[src/inc/eipe_pkg.sv]
package eipe_pkg;

  // special function register addresses
  localparam logic [7:0] ADDR_PRIO_ONE   = 8'hee;
  localparam logic [7:0] ADDR_MATCH_MASK = 8'he7;
  localparam logic [7:0] ADDR_MATCH_PRIO = 8'hcf;

  // reset values
  localparam logic [7:0] RST_BYTE = 8'h00;

  // writable bits of each register, the rest read zero
  localparam logic [7:0] WMASK_PRIO_ONE   = 8'hfd;
  localparam logic [7:0] WMASK_MATCH_MASK = 8'h02;
  localparam logic [7:0] WMASK_MATCH_PRIO = 8'h02;

  // field positions in the extended priority register
  localparam int BIT_TIMER3      = 7;
  localparam int BIT_COMP1       = 6;
  localparam int BIT_COMP0       = 5;
  localparam int BIT_COUNTER_ARR = 4;
  localparam int BIT_CONV_DONE   = 3;
  localparam int BIT_WIN_COMPARE = 2;
  localparam int BIT_TWO_WIRE    = 0;

  // port-match bit in its enable and priority registers
  localparam int BIT_PORT_MATCH = 1;

  localparam int BYTE_W = 8;

endpackage

[src/hdl/eipe_ctrl.sv]
// What this block does
// - bit 7 sets timer-3 high priority
// - bit 6 sets comparator-1 high priority
// - bit 5 sets comparator-0 high priority
// - bit 0 sets two-wire bus priority
// - enable bits 7..2 read zero, ignore writes
// - enable bit 1 gates port-match request
// - enable bit 0 reads zero, ignores writes
// - priority bit 1 sets port-match level
`timescale 1ns/1ns
`default_nettype none
module eipe_ctrl (
  input  wire logic       sys_clk,        // system clock, 25 MHz
  input  wire logic       rst_n,          // async reset, active low
  input  wire logic [7:0] sfr_addr,       // register address
  input  wire logic       sfr_wr,         // write strobe
  input  wire logic [7:0] sfr_wdata,      // write data
  input  wire logic       sfr_rd,         // read strobe
  output logic      [7:0] sfr_rdata,      // read data, one cycle after strobe
  input  wire logic [7:0] ext_req,        // enabled source requests, bit 1 unused
  input  wire logic       match_req,      // port-match pending flag
  input  wire logic       in_low_isr,     // cpu serving low level
  input  wire logic       in_high_isr,    // cpu serving high level
  output logic      [7:0] src_level,      // per-source level, 1 = high
  output logic            match_gated,    // port-match request after mask
  output logic            match_level,    // port-match level, 1 = high
  output logic            high_pend,      // enabled high request pending
  output logic            low_pend,       // enabled low request pending
  output logic            vector_req,     // start service from idle
  output logic            preempt_req     // high request interrupts low service
);

  logic [7:0] prio_one;
  logic [7:0] match_mask;
  logic [7:0] match_prio;

  eipe_sfr_byte #(
    .ADDR  (eipe_pkg::ADDR_PRIO_ONE),
    .WMASK (eipe_pkg::WMASK_PRIO_ONE)
  ) u_prio_one (
    .sys_clk   (sys_clk),
    .rst_n     (rst_n),
    .sfr_addr  (sfr_addr),
    .sfr_wr    (sfr_wr),
    .sfr_wdata (sfr_wdata),
    .value     (prio_one)
  );

  // only the enable bit is stored
  eipe_sfr_byte #(
    .ADDR  (eipe_pkg::ADDR_MATCH_MASK),
    .WMASK (eipe_pkg::WMASK_MATCH_MASK)
  ) u_match_mask (
    .sys_clk   (sys_clk),
    .rst_n     (rst_n),
    .sfr_addr  (sfr_addr),
    .sfr_wr    (sfr_wr),
    .sfr_wdata (sfr_wdata),
    .value     (match_mask)
  );

  eipe_sfr_byte #(
    .ADDR  (eipe_pkg::ADDR_MATCH_PRIO),
    .WMASK (eipe_pkg::WMASK_MATCH_PRIO)
  ) u_match_prio (
    .sys_clk   (sys_clk),
    .rst_n     (rst_n),
    .sfr_addr  (sfr_addr),
    .sfr_wr    (sfr_wr),
    .sfr_wdata (sfr_wdata),
    .value     (match_prio)
  );

  typedef struct packed {
    logic [7:0] rdata;
    logic       high_pend;
    logic       low_pend;
    logic       vector_req;
    logic       preempt_req;
  } eipe_state_t;

  eipe_state_t s_q;
  eipe_state_t s_d;
  logic        m_gated;
  logic        m_level;
  logic [7:0]  src_valid;
  logic        hi_any;
  logic        lo_any;

  // port-match request passes only when enabled
  assign m_gated   = match_req & match_mask[eipe_pkg::BIT_PORT_MATCH];
  // port-match level from its priority bit
  assign m_level   = match_prio[eipe_pkg::BIT_PORT_MATCH];
  assign src_valid = ext_req & eipe_pkg::WMASK_PRIO_ONE;
  assign hi_any    = |(src_valid & prio_one) | (m_gated & m_level);
  assign lo_any    = |(src_valid & ~prio_one) | (m_gated & ~m_level);

  always_comb begin
    s_d = s_q;
    s_d.high_pend = hi_any;
    s_d.low_pend  = lo_any;
    // only a high request preempts low service
    s_d.preempt_req = hi_any & in_low_isr & ~in_high_isr;
    s_d.vector_req  = (hi_any | lo_any) & ~in_low_isr & ~in_high_isr;
    if (sfr_rd) begin
      case (sfr_addr)
        eipe_pkg::ADDR_PRIO_ONE:   s_d.rdata = prio_one;
        eipe_pkg::ADDR_MATCH_MASK: s_d.rdata = match_mask;
        eipe_pkg::ADDR_MATCH_PRIO: s_d.rdata = match_prio;
        default:                   s_d.rdata = eipe_pkg::RST_BYTE;
      endcase
    end
  end

  always_ff @(posedge sys_clk or negedge rst_n) begin
    if (!rst_n) begin
      s_q <= '0;
    end else begin
      s_q <= s_d;
    end
  end

  assign sfr_rdata   = s_q.rdata;
  assign src_level   = prio_one;
  assign match_gated = m_gated;
  assign match_level = m_level;
  assign high_pend   = s_q.high_pend;
  assign low_pend    = s_q.low_pend;
  assign vector_req  = s_q.vector_req;
  assign preempt_req = s_q.preempt_req;
endmodule
`default_nettype wire

[src/hdl/eipe_sfr_byte.sv]
`timescale 1ns/1ns
`default_nettype none
module eipe_sfr_byte #(
  parameter logic [7:0] ADDR  = 8'h00,
  parameter logic [7:0] WMASK = 8'hff
) (
  input  wire logic       sys_clk,   // system clock
  input  wire logic       rst_n,     // async reset, active low
  input  wire logic [7:0] sfr_addr,  // register address
  input  wire logic       sfr_wr,    // write strobe
  input  wire logic [7:0] sfr_wdata, // write data
  output logic      [7:0] value      // stored value
);

  typedef struct packed {
    logic [7:0] val;
  } eipe_byte_t;

  eipe_byte_t s_q;
  eipe_byte_t s_d;

  // unused bits never store, so they read zero
  always_comb begin
    s_d = s_q;
    if (sfr_wr && sfr_addr == ADDR) begin
      s_d.val = sfr_wdata & WMASK;
    end
  end

  always_ff @(posedge sys_clk or negedge rst_n) begin
    if (!rst_n) begin
      s_q.val <= eipe_pkg::RST_BYTE;
    end else begin
      s_q <= s_d;
    end
  end

  assign value = s_q.val;

endmodule
`default_nettype wire

[config.mk]
export PLATFORM = sky130hd
export DESIGN_NAME = eipe_ctrl
export DESIGN_NICKNAME = d
export VERILOG_FILES = /design/src/inc/eipe_pkg.sv /design/src/hdl/eipe_ctrl.sv /design/src/hdl/eipe_sfr_byte.sv
export SDC_FILE = /design/constraint.sdc
export NUM_CORES = 1
export LEC_CHECK = 0
export ABC_AREA = 0
export BUFFER_PORTS_ARGS = -buffer_cell sky130_fd_sc_hd__buf_2
export CORE_ASPECT_RATIO = 1.2
export CORE_MARGIN = 4
export CORE_UTILIZATION = 43
export CTS_CLUSTER_DIAMETER = 150
export DETAILED_ROUTE_END_ITERATION = 7
export PLACE_DENSITY = 0.86
export SYNTH_ARGS = -nofsm -noshare
export SYNTH_HDL_FRONTEND = slang
export SYNTH_SLANG_ARGS = --single-unit
export TNS_END_PERCENT = 10
[constraint.sdc]
create_clock -name sys_clk -period 1.5 [get_ports sys_clk]
set_input_delay 0.15 -clock sys_clk [delete_from_list [all_inputs] [get_ports sys_clk]]
set_output_delay 0.15 -clock sys_clk [all_outputs]
set_load 0.05 [all_outputs]
* After elaboration in Yosys (flattened, before gate mapping)
Cells that the tools add are included.
Word-level totals: register bits after elaboration 21, bits of input ports 31, output and inout bits 22
Cells by class: equality and inequality tests 3, mux-type cells 1, bitwise operators 16, reductions and logical operators 5
Operators by type and width (number):
- $eq A8 B8 Y1 const B | 3
- $pmux W8 S3 | 1
- $and A8 B8 Y8 | 2
- $reduce_or A8 Y1 | 2
- $not A8 Y8 | 1
- $and A1 B1 Y1 | 7
- $logic_and A1 B1 Y1 | 3
- $not A1 Y1 | 3
- $or A1 B1 Y1 | 3

* Longest topological paths before layout
Gate-level depths: netlist of run 1.
depth in word-level cells 7, mapped depth 4, gate-level depth less buffers 4

* Hierarchy
A second synthesis of run 1 with hierarchy kept.
Second synthesis, totals: cell total of the unflattened synthesis 117, area, all modules 1286.2 µm²
Modules (own cells, without submodules):
- eipe_ctrl | instances 1, cells each 69, area each 740.7 µm², sequential area each 300.3 µm²
- eipe_sfr_byte at u_prio_one | instances 1, cells each 20, area each 302.8 µm², sequential area each 175.2 µm²
- eipe_sfr_byte at u_match_mask ... | instances 2, cells each 14, area each 121.4 µm², sequential area each 25.0 µm²

* Least setup slack after synthesis of run 1
Ideal clock, no wire load.
kind register to register, start point register u_prio_one.s_q, in the netlist u_prio_one.value[0], end point register s_q, in the netlist vector_req, arrival time 1312 ps, required time 1364 ps, slack 53 ps, stages on the path, launching flop included 5, path buffers 0, path through dfrtp_1 -> a222oi_1 -> nand3_1 -> a21oi_1 -> a311oi_1
RTL lines:
- start: declaration | RTL line eipe_sfr_byte.sv:19 | eipe_byte_t s_q;
- end signal: assignment | RTL line eipe_ctrl.sv:117 | s_q <= '0;
- end signal: assignment | RTL line eipe_ctrl.sv:119 | s_q <= s_d;
- end: declaration | RTL line eipe_ctrl.sv:82 | eipe_state_t s_q;

==> results of run 1 <==
cells by family after synthesis:
family,share of synthesized area [%]
flip-flops,55.05
buffers and inverters,7.863
multiplexers,10.62
AND/OR/NAND/NOR,13.37
other,0.3928
AO/OA/AOI/OAI,12.71
metrics by stage:
| step | cells | setup slack (ns) |
|---|---|---|
| after floorplan | 85 | 0.05253 |
| after global placement | 163 | 0.1789 |
| after detailed placement | 163 | 0.1610 |
| after CTS | 170 | 0.1491 |
| after global routing | 170 | 0.08154 |
| final | 170 | 0.1855 |
how the worst min path moves through the flow:
stage / to / slack [ns] / depth (start not counted)
detailed placement: sfr_rdata[2] / 0.12 / 1
global route: u_prio_one.value[5] / 0.04 / 2
global placement: low_pend / 0.11 / 1
CTS: u_prio_one.value[5] / 0.06 / 2
floorplan: high_pend / -0.15 / 0
finish: u_prio_one.value[5] / 0.07 / 2
layer usage:
layer,up-vias,track usage (%)
met2,45,30.57
met1,413,16.32
met4,0,10.77
li1,407,-
met5,-,0
met3,8,2.519
final cells by class:
cell class                 instances  area (µm²)
multi-input combinational         45       357.8
clock inverter                     1       7.507
tap                               30       37.54
inverter                          17       63.81
sequential                        21       525.5
timing repair buffer              53       280.3
fill                             198       799.5
clock buffer                       3       22.52
power by group through the flow:
stage | Combinational (mW) | Clock, mW | Sequential (mW)
floorplan | 0.0563 | 0 | 0.669
global placement | 0.198 | 0 | 0.608
detailed placement | 0.203 | 0 | 0.609
CTS | 0.210 | 0.288 | 0.598
global route | 0.226 | 0.307 | 0.601
finish | 0.211 | 0.276 | 0.598
layout by cell type, fill, tap and decap left out, types with 2 or more instances in the layout:
| cell type | netlist | layout |
|---|---|---|
| buf_2 | 0 | 50 |
| dfrtp_1 | 21 | 21 |
| inv_1 | 17 | 17 |
| mux2_2 | 9 | 9 |
| o22ai_1 | 7 | 7 |
| nand2_1 | 4 | 4 |
| a22oi_1 | 4 | 4 |
| nand3_1 | 3 | 3 |
| nand4_1 | 3 | 3 |
| clkbuf_4 | 0 | 3 |
| dlygate4sd3_1 | 0 | 3 |
| a222oi_1 | 2 | 2 |
state kept, by name, indices dropped and copies added, names as in the netlist:
| name | flops |
|---|---|
| sfr_rdata | 8 |
| u_prio_one.value | 7 |
| high_pend | 1 |
| low_pend | 1 |
| preempt_req | 1 |
| u_match_mask.value | 1 |
| u_match_prio.value | 1 |
| vector_req | 1 |
repair_timing:
| item | 4_1_cts | 5_1_grt |
|---|---|---|
| hold buffers | 3 | 0 |
| resized for setup | 0 | 1 |
| hold endpoints to repair | 23 | 0 |
| setup endpoints to repair | 0 | 1 |
==> results.env, run 1 <==
SYNTH_NETS=116
DPL-INSTANCE-AREA_UM2=1231
WORST-PATH-BUF-INV=0
CTS.PATH.MAX_BUFFERS=2
WORST-R2R-CELL-COUNT=4
SETUP.WORST_PATH.END_CLASS='flop'
STATUS='complete, no violations'
SWITCHING_SHARE_PCT=30.27
STD_CELL_ROWS=18
GR-TOTAL-OVERFLOW=0
YOSYS.CELL_TYPES.COUNT=24
CTS_TREE='done'
LAYOUT.CORE_UTILIZATION_PCT=61.83
GRT_PASS1_VIAS=895
DR_WL_MET2_MM=1.318
COMB_POWER_SHARE_PCT=19.4
ANTENNA_FOUND_INITIAL=0
DPL.HPWL_MM=1.848
SETUP.WORST_PATH.END='vector_req'
POST-LAYOUT-TOTAL-POWER_mW=1.086
FINALHOLDVIOLCOUNT=0
CRIT-REG2REG-LAUNCH='u_prio_one.value[0]'
SYNTH.YOSYS.SEQ_AREA_SHARE_PCT=55.05
CLKSINKCOUNT=21
FP.DIEAREA_UM2=3041
POST-SYNTH-TOP-AREA-CELL='dfrtp_1'
HTREE_DEPTH=1
INTPOWER_mW=0.7571
CELL_BY_CELL_TRACE_OF_THE_CRITICAL_PATH='a222oi_1 -> nand3_1 -> a21oi_2 -> a311oi_1'
TOTAL_LEAKAGE_POWER_nW=0.6822
POST_SYNTH_INST_COUNT=85
RSZ_0062_RAISED_AFTER_GLOBAL_ROUTING='false'
SEQ_POWER_SHARE_PCT=55.1
CRITICAL_PATH_REQUIRED_NS=1.69
DIE_HEIGHT_UM=59.62
MAX_CAP_VIOL_COUNT=0
ROUTEDWLPERCELL_UM=14.10
CTS_SETUP_BUFFERS=0
NUMBER_OF_INPUT_AND_OUTPUT_PORT_BUFFERS_INSERTED=50
SETUP.WORST_PATH.CLASS='flop to flop'
SYN-MEAN-INSTANCE-AREA_UM2=11.23
MOST_INSTANTIATED_LIBRARY_CELL_AFTER_SYNTHESIS='dfrtp_1'
CLOCK_TREE.ROOT_CELL='clkbuf_4'
FINALSETUPVIOLCOUNT=0
SYNTH.TOP_CELL.AREA_SHARE_PCT=55.05
TRACK_USAGE_PCT=16.28
CP_MAX_FO=4
FIRST_PASS_GRT_WIRE_LENGTH_MM=3.670
ROUTE.MET3.WL_UM=176
POSTSYNTHREGISTERBITS=21
CRIT_PATH_CELL_COUNT=4
RR_ENDPOINT='vector_req'
TOP_LAYER_USED='met4'
PERIOD_MINUS_SLACK_NS=1.315
COREAREA_UM2=2095
SYNTH_ENABLE_FLOP_CELLS=0
FIRSTDRTPASSITERS=4
SYNTH_FF_TYPE='dfrtp_1'
WORST-ENDPOINT-ARRIVAL_NS=1.51
LEADING_POST_SYNTHESIS_CELLS_BY_CELL_AREA='dfrtp_1 (55%), mux2_2 (11%), inv_1 (6.7%), o22ai_1 (4.6%), a22oi_1 (3.1%)'
MAX_STAGE_DELAY_CELL_WORST_PATH='dfrtp_1'
FIN_NETS=172
P_CLK_SHARE_PCT=25.5
MAX_CLOCK_FREQ_MHz=760.7
LAYOUT_CELL_SHARE_WITH_DRIVE_STRENGTH_BEYOND_1_PCT=48.57
DIE-WIDTH_UM=51.02
FINALCLOCKSKEW_NS=0.002218
MAXIMUM_NUMBER_OF_PINS_ON_ONE_NET_BEFORE_GLOBAL_ROUTE_REPAIR=22
REMAINING_DRC_ERRORS=0
VDD.IR_DROP.WORST_mV=0.4452
SLEW_VIOLATIONS=0
INITIAL_UTILIZATION_PCT=45.58
CLOCK_LATENCY_NS=0.30
HOLDCRITSTARTPOINT='sfr_wdata[5]'
TOTALNEGATIVESETUPSLACK_NS=0
TRITONCTS.NUM_BUFFERS=3
MAX_STAGE_DELAY_NS=0.44
HOLD_SLACK_NS=0.06905
CRIT_PATH_START_KIND='flop'
GP_ROUTABILITY_CONGESTION=0.8107
FIRST_ITER_VIOLATIONS=46
POWERDENSITY_nW_PER_UM2=838.5
SWITCHINGPOWER_mW=0.3287
SYNTH_TOP_CELLS_BY_COUNT='dfrtp_1 (21), inv_1 (17), mux2_2 (9)'
SETUP.WORST_PATH.START='u_prio_one.value[0]'
WORST_PATH_DOMINANT_CELL_FAMILY='compound AO/OA/AOI/OAI gates'
SYNTH-ASYNC-RESET-RATIO_PCT=100.0
CLKTRANSATPATHREGS_NS=0.12
TOP_LEVEL_PORTS=53
WORST-R2R-SETUP-SLACK_NS=0.19
HP-CLASS='input port to flop'
AREAGROWTHSYNTHTOFINISH_PCT=35.65
WL_MET1_UM=820
TOTAL_NON_FILLER_CELL_AREA_IN_THE_FINISHED_LAYOUT_UM2=1295
MIN_PERIOD_OVER_PERIOD_PCT=87.63
NETLIST_AREA_PRE_PLACE_UM2=954.7
AVGVIACOUNTPERCELL=5.135
VIAS=873
ANTENNA-DIODE-COUNT=0
DETAIL-ROUTE-ANTENNA-NETS=0
SYNTH-WARNING-COUNT=0
ROUTED_WL_MM=2.397
(Power assumes the default switching activity.)
==> run 2: changes to the inputs <==
Settings changed: CORE_UTILIZATION 43 to 25, PLACE_DENSITY 0.86 to 0.58.
==> run 2 against run 1 <==
  * Hold slack got worse by 0.0092 ns
  * Critical path type unchanged
  * Sequential power barely moved
  * Clock power rose by 30%
  * Critical endpoint unchanged
  * Register-to-register slack barely moved
  * Power rose by 7.0%
  * Largest cell class unchanged
  * Fmax rose by 0.42%
  * Final cell count rose by 12%
==> results.env, run 2 (synthesis results as in run 1) <==
HOLDCRITSTARTPOINT='in_high_isr'
FF_LATCH_AREA_UM2=525.5  # unchanged
SETUP.WORST_PATH.END_CLASS='flop'
MULTI_INPUT_AREA_UM2=357.8  # unchanged
FINAL_COMMON_CELL='buf_2'
CRIT-REG2REG-LAUNCH='u_prio_one.value[4]'
POST-LAYOUT-TOTAL-POWER_mW=1.162  # +7.0%
FP.DIEAREA_UM2=4876  # +60%
SETUP.WORST_PATH.END='vector_req'
GR-TOTAL-OVERFLOW=0  # unchanged
FINALHOLDVIOLCOUNT=0  # unchanged
STD_CELL_ROWS=24  # +6
FINALCLOCKSKEW_NS=0.002259  # +0.00004058 ns
CTS.PATH.MAX_BUFFERS=2  # unchanged
WORST-R2R-CELL-COUNT=4  # unchanged
ANTENNA-DIODE-COUNT=0  # unchanged
VIAS=829  # -5.0%
RSZ_0062_RAISED_AFTER_GLOBAL_ROUTING='false'
ANTENNA_FOUND_INITIAL=0  # unchanged
CP_MAX_FO=4  # unchanged
TOP_LEVEL_PORTS=53  # unchanged
ROUTEDWLPERCELL_UM=12.84  # -9.0%
WORST-R2R-SETUP-SLACK_NS=0.19  # about the same
AREAGROWTHSYNTHTOFINISH_PCT=38.01
HP-CLASS='input port to flop'
PERIOD_MINUS_SLACK_NS=1.309  # -0.005477 ns
CTS_TREE='done'
TOTALNEGATIVESETUPSLACK_NS=0  # unchanged
MAX_CLOCK_FREQ_MHz=763.9  # +0.42%
N_FILL_CELL=403  # +100%
DETAIL-ROUTE-ANTENNA-NETS=0  # unchanged
SLEW_VIOLATIONS=0  # unchanged
SETUP.WORST_PATH.CLASS='flop to flop'
AVGVIACOUNTPERCELL=4.363  # -15%
INITIAL_UTILIZATION_PCT=26.06  # -20 points
TRACK_USAGE_PCT=10.53  # -5.8 points
MAXIMUM_NUMBER_OF_PINS_ON_ONE_NET_BEFORE_GLOBAL_ROUTE_REPAIR=22  # unchanged
MOSTFREQUENTLAYOUTCELLS='buf_2 (50), dfrtp_1 (21), inv_1 (17)'
NUMBER_OF_INPUT_AND_OUTPUT_PORT_BUFFERS_INSERTED=50  # unchanged
RR_ENDPOINT='vector_req'
ROUTED_WL_MM=2.439  # +1.8%
GRT_PASS1_VIAS=888  # -0.78%
SETUP.WORST_PATH.START='u_prio_one.value[4]'
GP_ROUTABILITY_CONGESTION=0.7741  # -4.5%
CLOCK_TREE.ROOT_CELL='clkbuf_8'
LAYOUT_CELL_SHARE_WITH_DRIVE_STRENGTH_BEYOND_1_PCT=48.55  # about the same
POWERDENSITY_nW_PER_UM2=882.2  # +5.2%
MAX_CAP_VIOL_COUNT=0  # unchanged
DIE_HEIGHT_UM=75.70  # +27%
FIRSTDRTPASSITERS=5  # +1
CLOCK_LATENCY_NS=0.25  # -0.05 ns
CLKSINKCOUNT=21  # unchanged
WORST-ENDPOINT-ARRIVAL_NS=1.44  # -0.07 ns
LAYOUT.CORE_UTILIZATION_PCT=35.96  # -26 points
HTREE_DEPTH=1  # unchanged
REMAINING_DRC_ERRORS=0  # unchanged
FIRST_ITER_VIOLATIONS=14  # -70%
COREAREA_UM2=3664  # +75%
CRITICAL_PATH_REQUIRED_NS=1.63  # -0.06 ns
FIN_NETS=170  # -1.2%
CRIT_PATH_START_KIND='flop'
FINALSETUPVIOLCOUNT=0  # unchanged
TOTAL_LEAKAGE_POWER_nW=0.6826  # about the same
DIE-WIDTH_UM=64.41  # +26%
LARGEST_REGISTER_FFS=8  # unchanged
STATUS='complete, no violations'
TRITONCTS.NUM_BUFFERS=3  # unchanged
CLKTRANSATPATHREGS_NS=0.07  # -0.05 ns
MIN_PERIOD_OVER_PERIOD_PCT=87.27  # -0.37 points
FIRST_PASS_GRT_WIRE_LENGTH_MM=4.022  # +9.6%
VDD.IR_DROP.WORST_mV=0.3819  # -14%
DPL.HPWL_MM=2.065  # +12%
==> run 2: cell count changes in the layout (fill, tap and decap cells not counted) <==
cell	change
clkinvlp_4	-1
clkbuf_1	+1
clkbuf_8	+3
dlygate4sd3_1	-2
clkbuf_4	-3
==> run 2: repair_timing <==
item                                    in CTS  in global routing
buffers inserted                             0                  0
endpoints found under the setup margin       0                  1
resized for setup                            0                  1
hold buffers                                 1                  0
hold endpoints to repair                    21                  0
==> run 2: where the power goes <==
| group | switching, mW | internal [mW] | total (mW) |
|---|---|---|---|
| Combinational | 0.138 | 0.0679 | 0.206 |
| Sequential | 0.0144 | 0.584 | 0.599 |
| Clock | 0.169 | 0.189 | 0.358 |
==> run 2: area by class of cell <==
type                            count  share of cell area, %
Tap cell                           52                  4.938
Inverter                           17                  4.843
Sequential cell                    21                  39.89
Clock buffer                        4                  3.419
Multi-Input combinational cell     45                  27.16
Timing Repair Buffer               51                  19.75
==> run 2: layer usage <==
metal | wire [µm] | global-route usage (%)
met1 | 974 | 13.60
met3 | 222 | 2.065
met5 | 0 | 0
met4 | 29 | 3.521
met2 | 1211 | 17.89
==> run 2: worst max-delay path: stages, from the launching register on <==
cell and delay [ns]:
dfrtp_1 0.42, a222oi_1 0.31, nand3_1 0.16, a21oi_2 0.18
a311oi_1 0.12
==> run 2: worst min-delay path by stage <==
stage	endpoint	slack, ns	cells after the start
after floorplan	high_pend	-0.15	0
after global placement	high_pend	0.12	1
after detailed placement	high_pend	0.13	1
after CTS	preempt_req	0.05	2
after global routing	preempt_req	0.04	2
final	preempt_req	0.06	2
==> run 2: stage by stage <==
stage / instances / hold slack [ns] / instance area, µm² / setup WS, ns
global route: 190 / 0.04277 / 1318 / 0.07855
detailed placement: 185 / 0.1270 / 1259 / 0.1427
finish: 190 / 0.05986 / 1318 / 0.1910
floorplan: 85 / -0.1456 / 954.7 / 0.05253
CTS: 190 / 0.05230 / 1314 / 0.1313
global placement: 185 / 0.1191 / 1259 / 0.1855
==> run 3: changes to the inputs <==
Settings changed: HOLD_SLACK_MARGIN set to 0.12, PLACE_DENSITY 0.58 to unset.
==> run 3 against run 2 <==
  * Fmax is 0.60% lower
  * Final area is 3.0% higher
  * Via count is 6.8% higher
  * Final cell count is 2.1% higher
  * Count of clock-buffer cells in the layout stayed put
  * Worst setup slack worse by 0.0079 ns
==> results.env, run 3 (synthesis results as in run 1) <==
STATUS='complete, no violations'
CRITICAL_PATH_REQUIRED_NS=1.63  # about the same
HOLD-PATH-CELL-COUNT=2  # unchanged
TOP_LEVEL_PORTS=53  # unchanged
FINAL_COMMON_CELL='buf_2'
POWERDENSITY_nW_PER_UM2=869.5  # -1.4%
GP_ROUTABILITY_CONGESTION=0.7011  # -9.4%
AREAGROWTHSYNTHTOFINISH_PCT=42.20
WORST-ENDPOINT-ARRIVAL_NS=1.44  # about the same
FIRSTDRTPASSITERS=4  # -1
WORST-R2R-SETUP-SLACK_NS=0.18  # about the same
TRITONCTS.NUM_BUFFERS=3  # unchanged
RSZ_0062_RAISED_AFTER_GLOBAL_ROUTING='false'
FINALCLOCKSKEW_NS=0.005375  # +0.003116 ns
CTS_TREE='done'
TOTAL_NON_FILLER_CELL_AREA_IN_THE_FINISHED_LAYOUT_UM2=1358  # +3.0%
HOLD_SLACK_NS=0.1233  # +0.06341 ns
CLKSINKCOUNT=21  # unchanged
INITIAL_UTILIZATION_PCT=26.06  # unchanged
LAYOUT_CELL_SHARE_WITH_DRIVE_STRENGTH_BEYOND_1_PCT=47.18  # -1.4 points
NUMBER_OF_CELLS_IN_THE_DESIGN_AFTER_PLACEMENT=185  # unchanged
DIE-WIDTH_UM=64.41  # unchanged
MAXIMUM_NUMBER_OF_PINS_ON_ONE_NET_BEFORE_GLOBAL_ROUTE_REPAIR=22  # unchanged
FINALHOLDVIOLCOUNT=0  # unchanged
ANTENNA_FOUND_INITIAL=0  # unchanged
N_FILL_CELL=404  # +0.25%
DIE_HEIGHT_UM=75.70  # unchanged
HOLDCRITSTARTPOINT='sfr_wdata[6]'
TOTALNEGATIVESETUPSLACK_NS=0  # unchanged
TOTAL_LEAKAGE_POWER_nW=0.6993  # +2.4%
CTS.PATH.MAX_BUFFERS=2  # unchanged
MOSTFREQUENTLAYOUTCELLS='buf_2 (50), dfrtp_1 (21), inv_1 (17)'
CTS_SETUP_BUFFERS=0  # unchanged
CLOCK_LATENCY_NS=0.26  # about the same
LAYOUT_SETUP_WS_NS=0.1831  # -0.007864 ns
WORST-R2R-CELL-COUNT=4  # unchanged
LARGEST_REGISTER_FFS=8  # unchanged
CP_MAX_FO=4  # unchanged
MULTI_INPUT_AREA_UM2=357.8  # unchanged
FIN_NETS=174  # +2.4%
ROUTED_WL_MM=2.612  # +7.1%
ROUTEDWLPERCELL_UM=13.46  # +4.9%
ANTENNA-DIODE-COUNT=0  # unchanged
STD_CELL_ROWS=24  # unchanged
DPL-INSTANCE-AREA_UM2=1259  # unchanged
FF_LATCH_AREA_UM2=525.5  # unchanged
MAX_CLOCK_FREQ_MHz=759.4  # -0.60%
GRT_PASS1_VIAS=839  # -5.5%
DPL.HPWL_MM=2.083  # +0.86%
MAX_STAGE_DELAY_NS=0.42  # about the same
CLKTRANSATPATHREGS_NS=0.08  # about the same
MAX_STAGE_DELAY_CELL_WORST_PATH='dfrtp_1'
CELL_BY_CELL_TRACE_OF_THE_CRITICAL_PATH='a222oi_1 -> nand3_1 -> a21oi_2 -> a311oi_1'
REMAINING_DRC_ERRORS=0  # unchanged
FP.DIEAREA_UM2=4876  # unchanged
HP-CLASS='input port to flop'
VIAS=885  # +6.8%
DETAIL-ROUTE-ANTENNA-NETS=0  # unchanged
TRACK_USAGE_PCT=11.03  # +0.50 points
CRIT_PATH_START_KIND='flop'
PRECTSSETUPSLACK_NS=0.1287  # -0.01402 ns
SETUP.WORST_PATH.END_CLASS='flop'
RR_ENDPOINT='vector_req'
LAYOUTNONFILLERINSTCOUNT=194  # +2.1%
TIMING.HOLD.WORST_ENDPOINT='u_prio_one.value[6]'
CRIT-REG2REG-LAUNCH='u_prio_one.value[0]'
SLEW_VIOLATIONS=0  # unchanged
VDD.IR_DROP.WORST_mV=0.3332  # -13%
AVGVIACOUNTPERCELL=4.562  # +4.6%
COREAREA_UM2=3664  # unchanged
MIN_PERIOD_OVER_PERIOD_PCT=87.79  # +0.52 points
PERIOD_MINUS_SLACK_NS=1.317  # +0.007864 ns
CLOCK_TREE.ROOT_CELL='clkbuf_8'
NUMBER_OF_INPUT_AND_OUTPUT_PORT_BUFFERS_INSERTED=50  # unchanged
MAX_CAP_VIOL_COUNT=0  # unchanged
SETUP.WORST_PATH.CLASS='flop to flop'
FINALSETUPVIOLCOUNT=0  # unchanged
FIRST_PASS_GRT_WIRE_LENGTH_MM=4.043  # +0.52%
FIRST_ITER_VIOLATIONS=37  # +23
GR-TOTAL-OVERFLOW=0  # unchanged
HTREE_DEPTH=1  # unchanged
## run 3: changes by cell type in the layout (fill, tap and decap cells not counted)
cell	previous run	this run
dlygate4sd3_1	1	5
## run 3: per-stage QoR
step,util (%),power (mW)
floorplan,-,0.7258
global placement,34.36,0.8085
detailed placement,34.36,0.8145
CTS,36.95,1.194
global route,37.06,1.254
finish,37.06,1.180
## run 3: timing repair
action,in CTS,in global routing
gates resized for setup,0,1
hold endpoints to repair,25,0
endpoints found under the setup margin,0,1
hold buffers,5,0
## run 3: layer usage
metal	routed length, µm	share of wire, %	up-vias	global-route usage [%]
met2	1253	48	43	17.20
met4	53	2.0	0	4.930
met1	1102	42	428	14.85
met3	202	7.7	4	2.360
met5	0	0	-	0
li1	-	-	410	-
## run 3: critical path: cells and delay by family, from the launching register on
| kind | cells | cell delay [ns] |
|---|---|---|
| AOI/OAI and AO/OA | 3 | 0.61 |
| DFF | 1 | 0.42 |
| and+or+nand+nor | 1 | 0.15 |
## run 3: worst max-delay path by stage
| stage | from | to | slack, ns | cells after the start |
|---|---|---|---|---|
| floorplan | u_prio_one.value[0] | vector_req | 0.05 | 4 |
| global placement | u_prio_one.value[0] | vector_req | 0.19 | 4 |
| detailed placement | sfr_addr[2] | sfr_rdata[4] | 0.13 | 5 |
| CTS | u_prio_one.value[4] | vector_req | 0.12 | 4 |
| global route | u_prio_one.value[4] | vector_req | 0.03 | 4 |
| finish | u_prio_one.value[0] | vector_req | 0.18 | 4 |
## run 3: area by class of cell
class	count	area share [%]
flip-flops and latches	21	38.71
multi-input cells	45	26.36
repair buffers	55	22.12
well taps	52	4.793
inverters	17	4.700
clock buffers	4	3.318
## run 3: power by group
group	total (mW)	switching (mW)	internal (mW)	leakage (nW)
clock network	0.367	0.178	0.189	0.0228
logic	0.215	0.140	0.0746	0.392
registers	0.599	0.0146	0.584	0.285
total	1.18	0.332	0.848	0.699
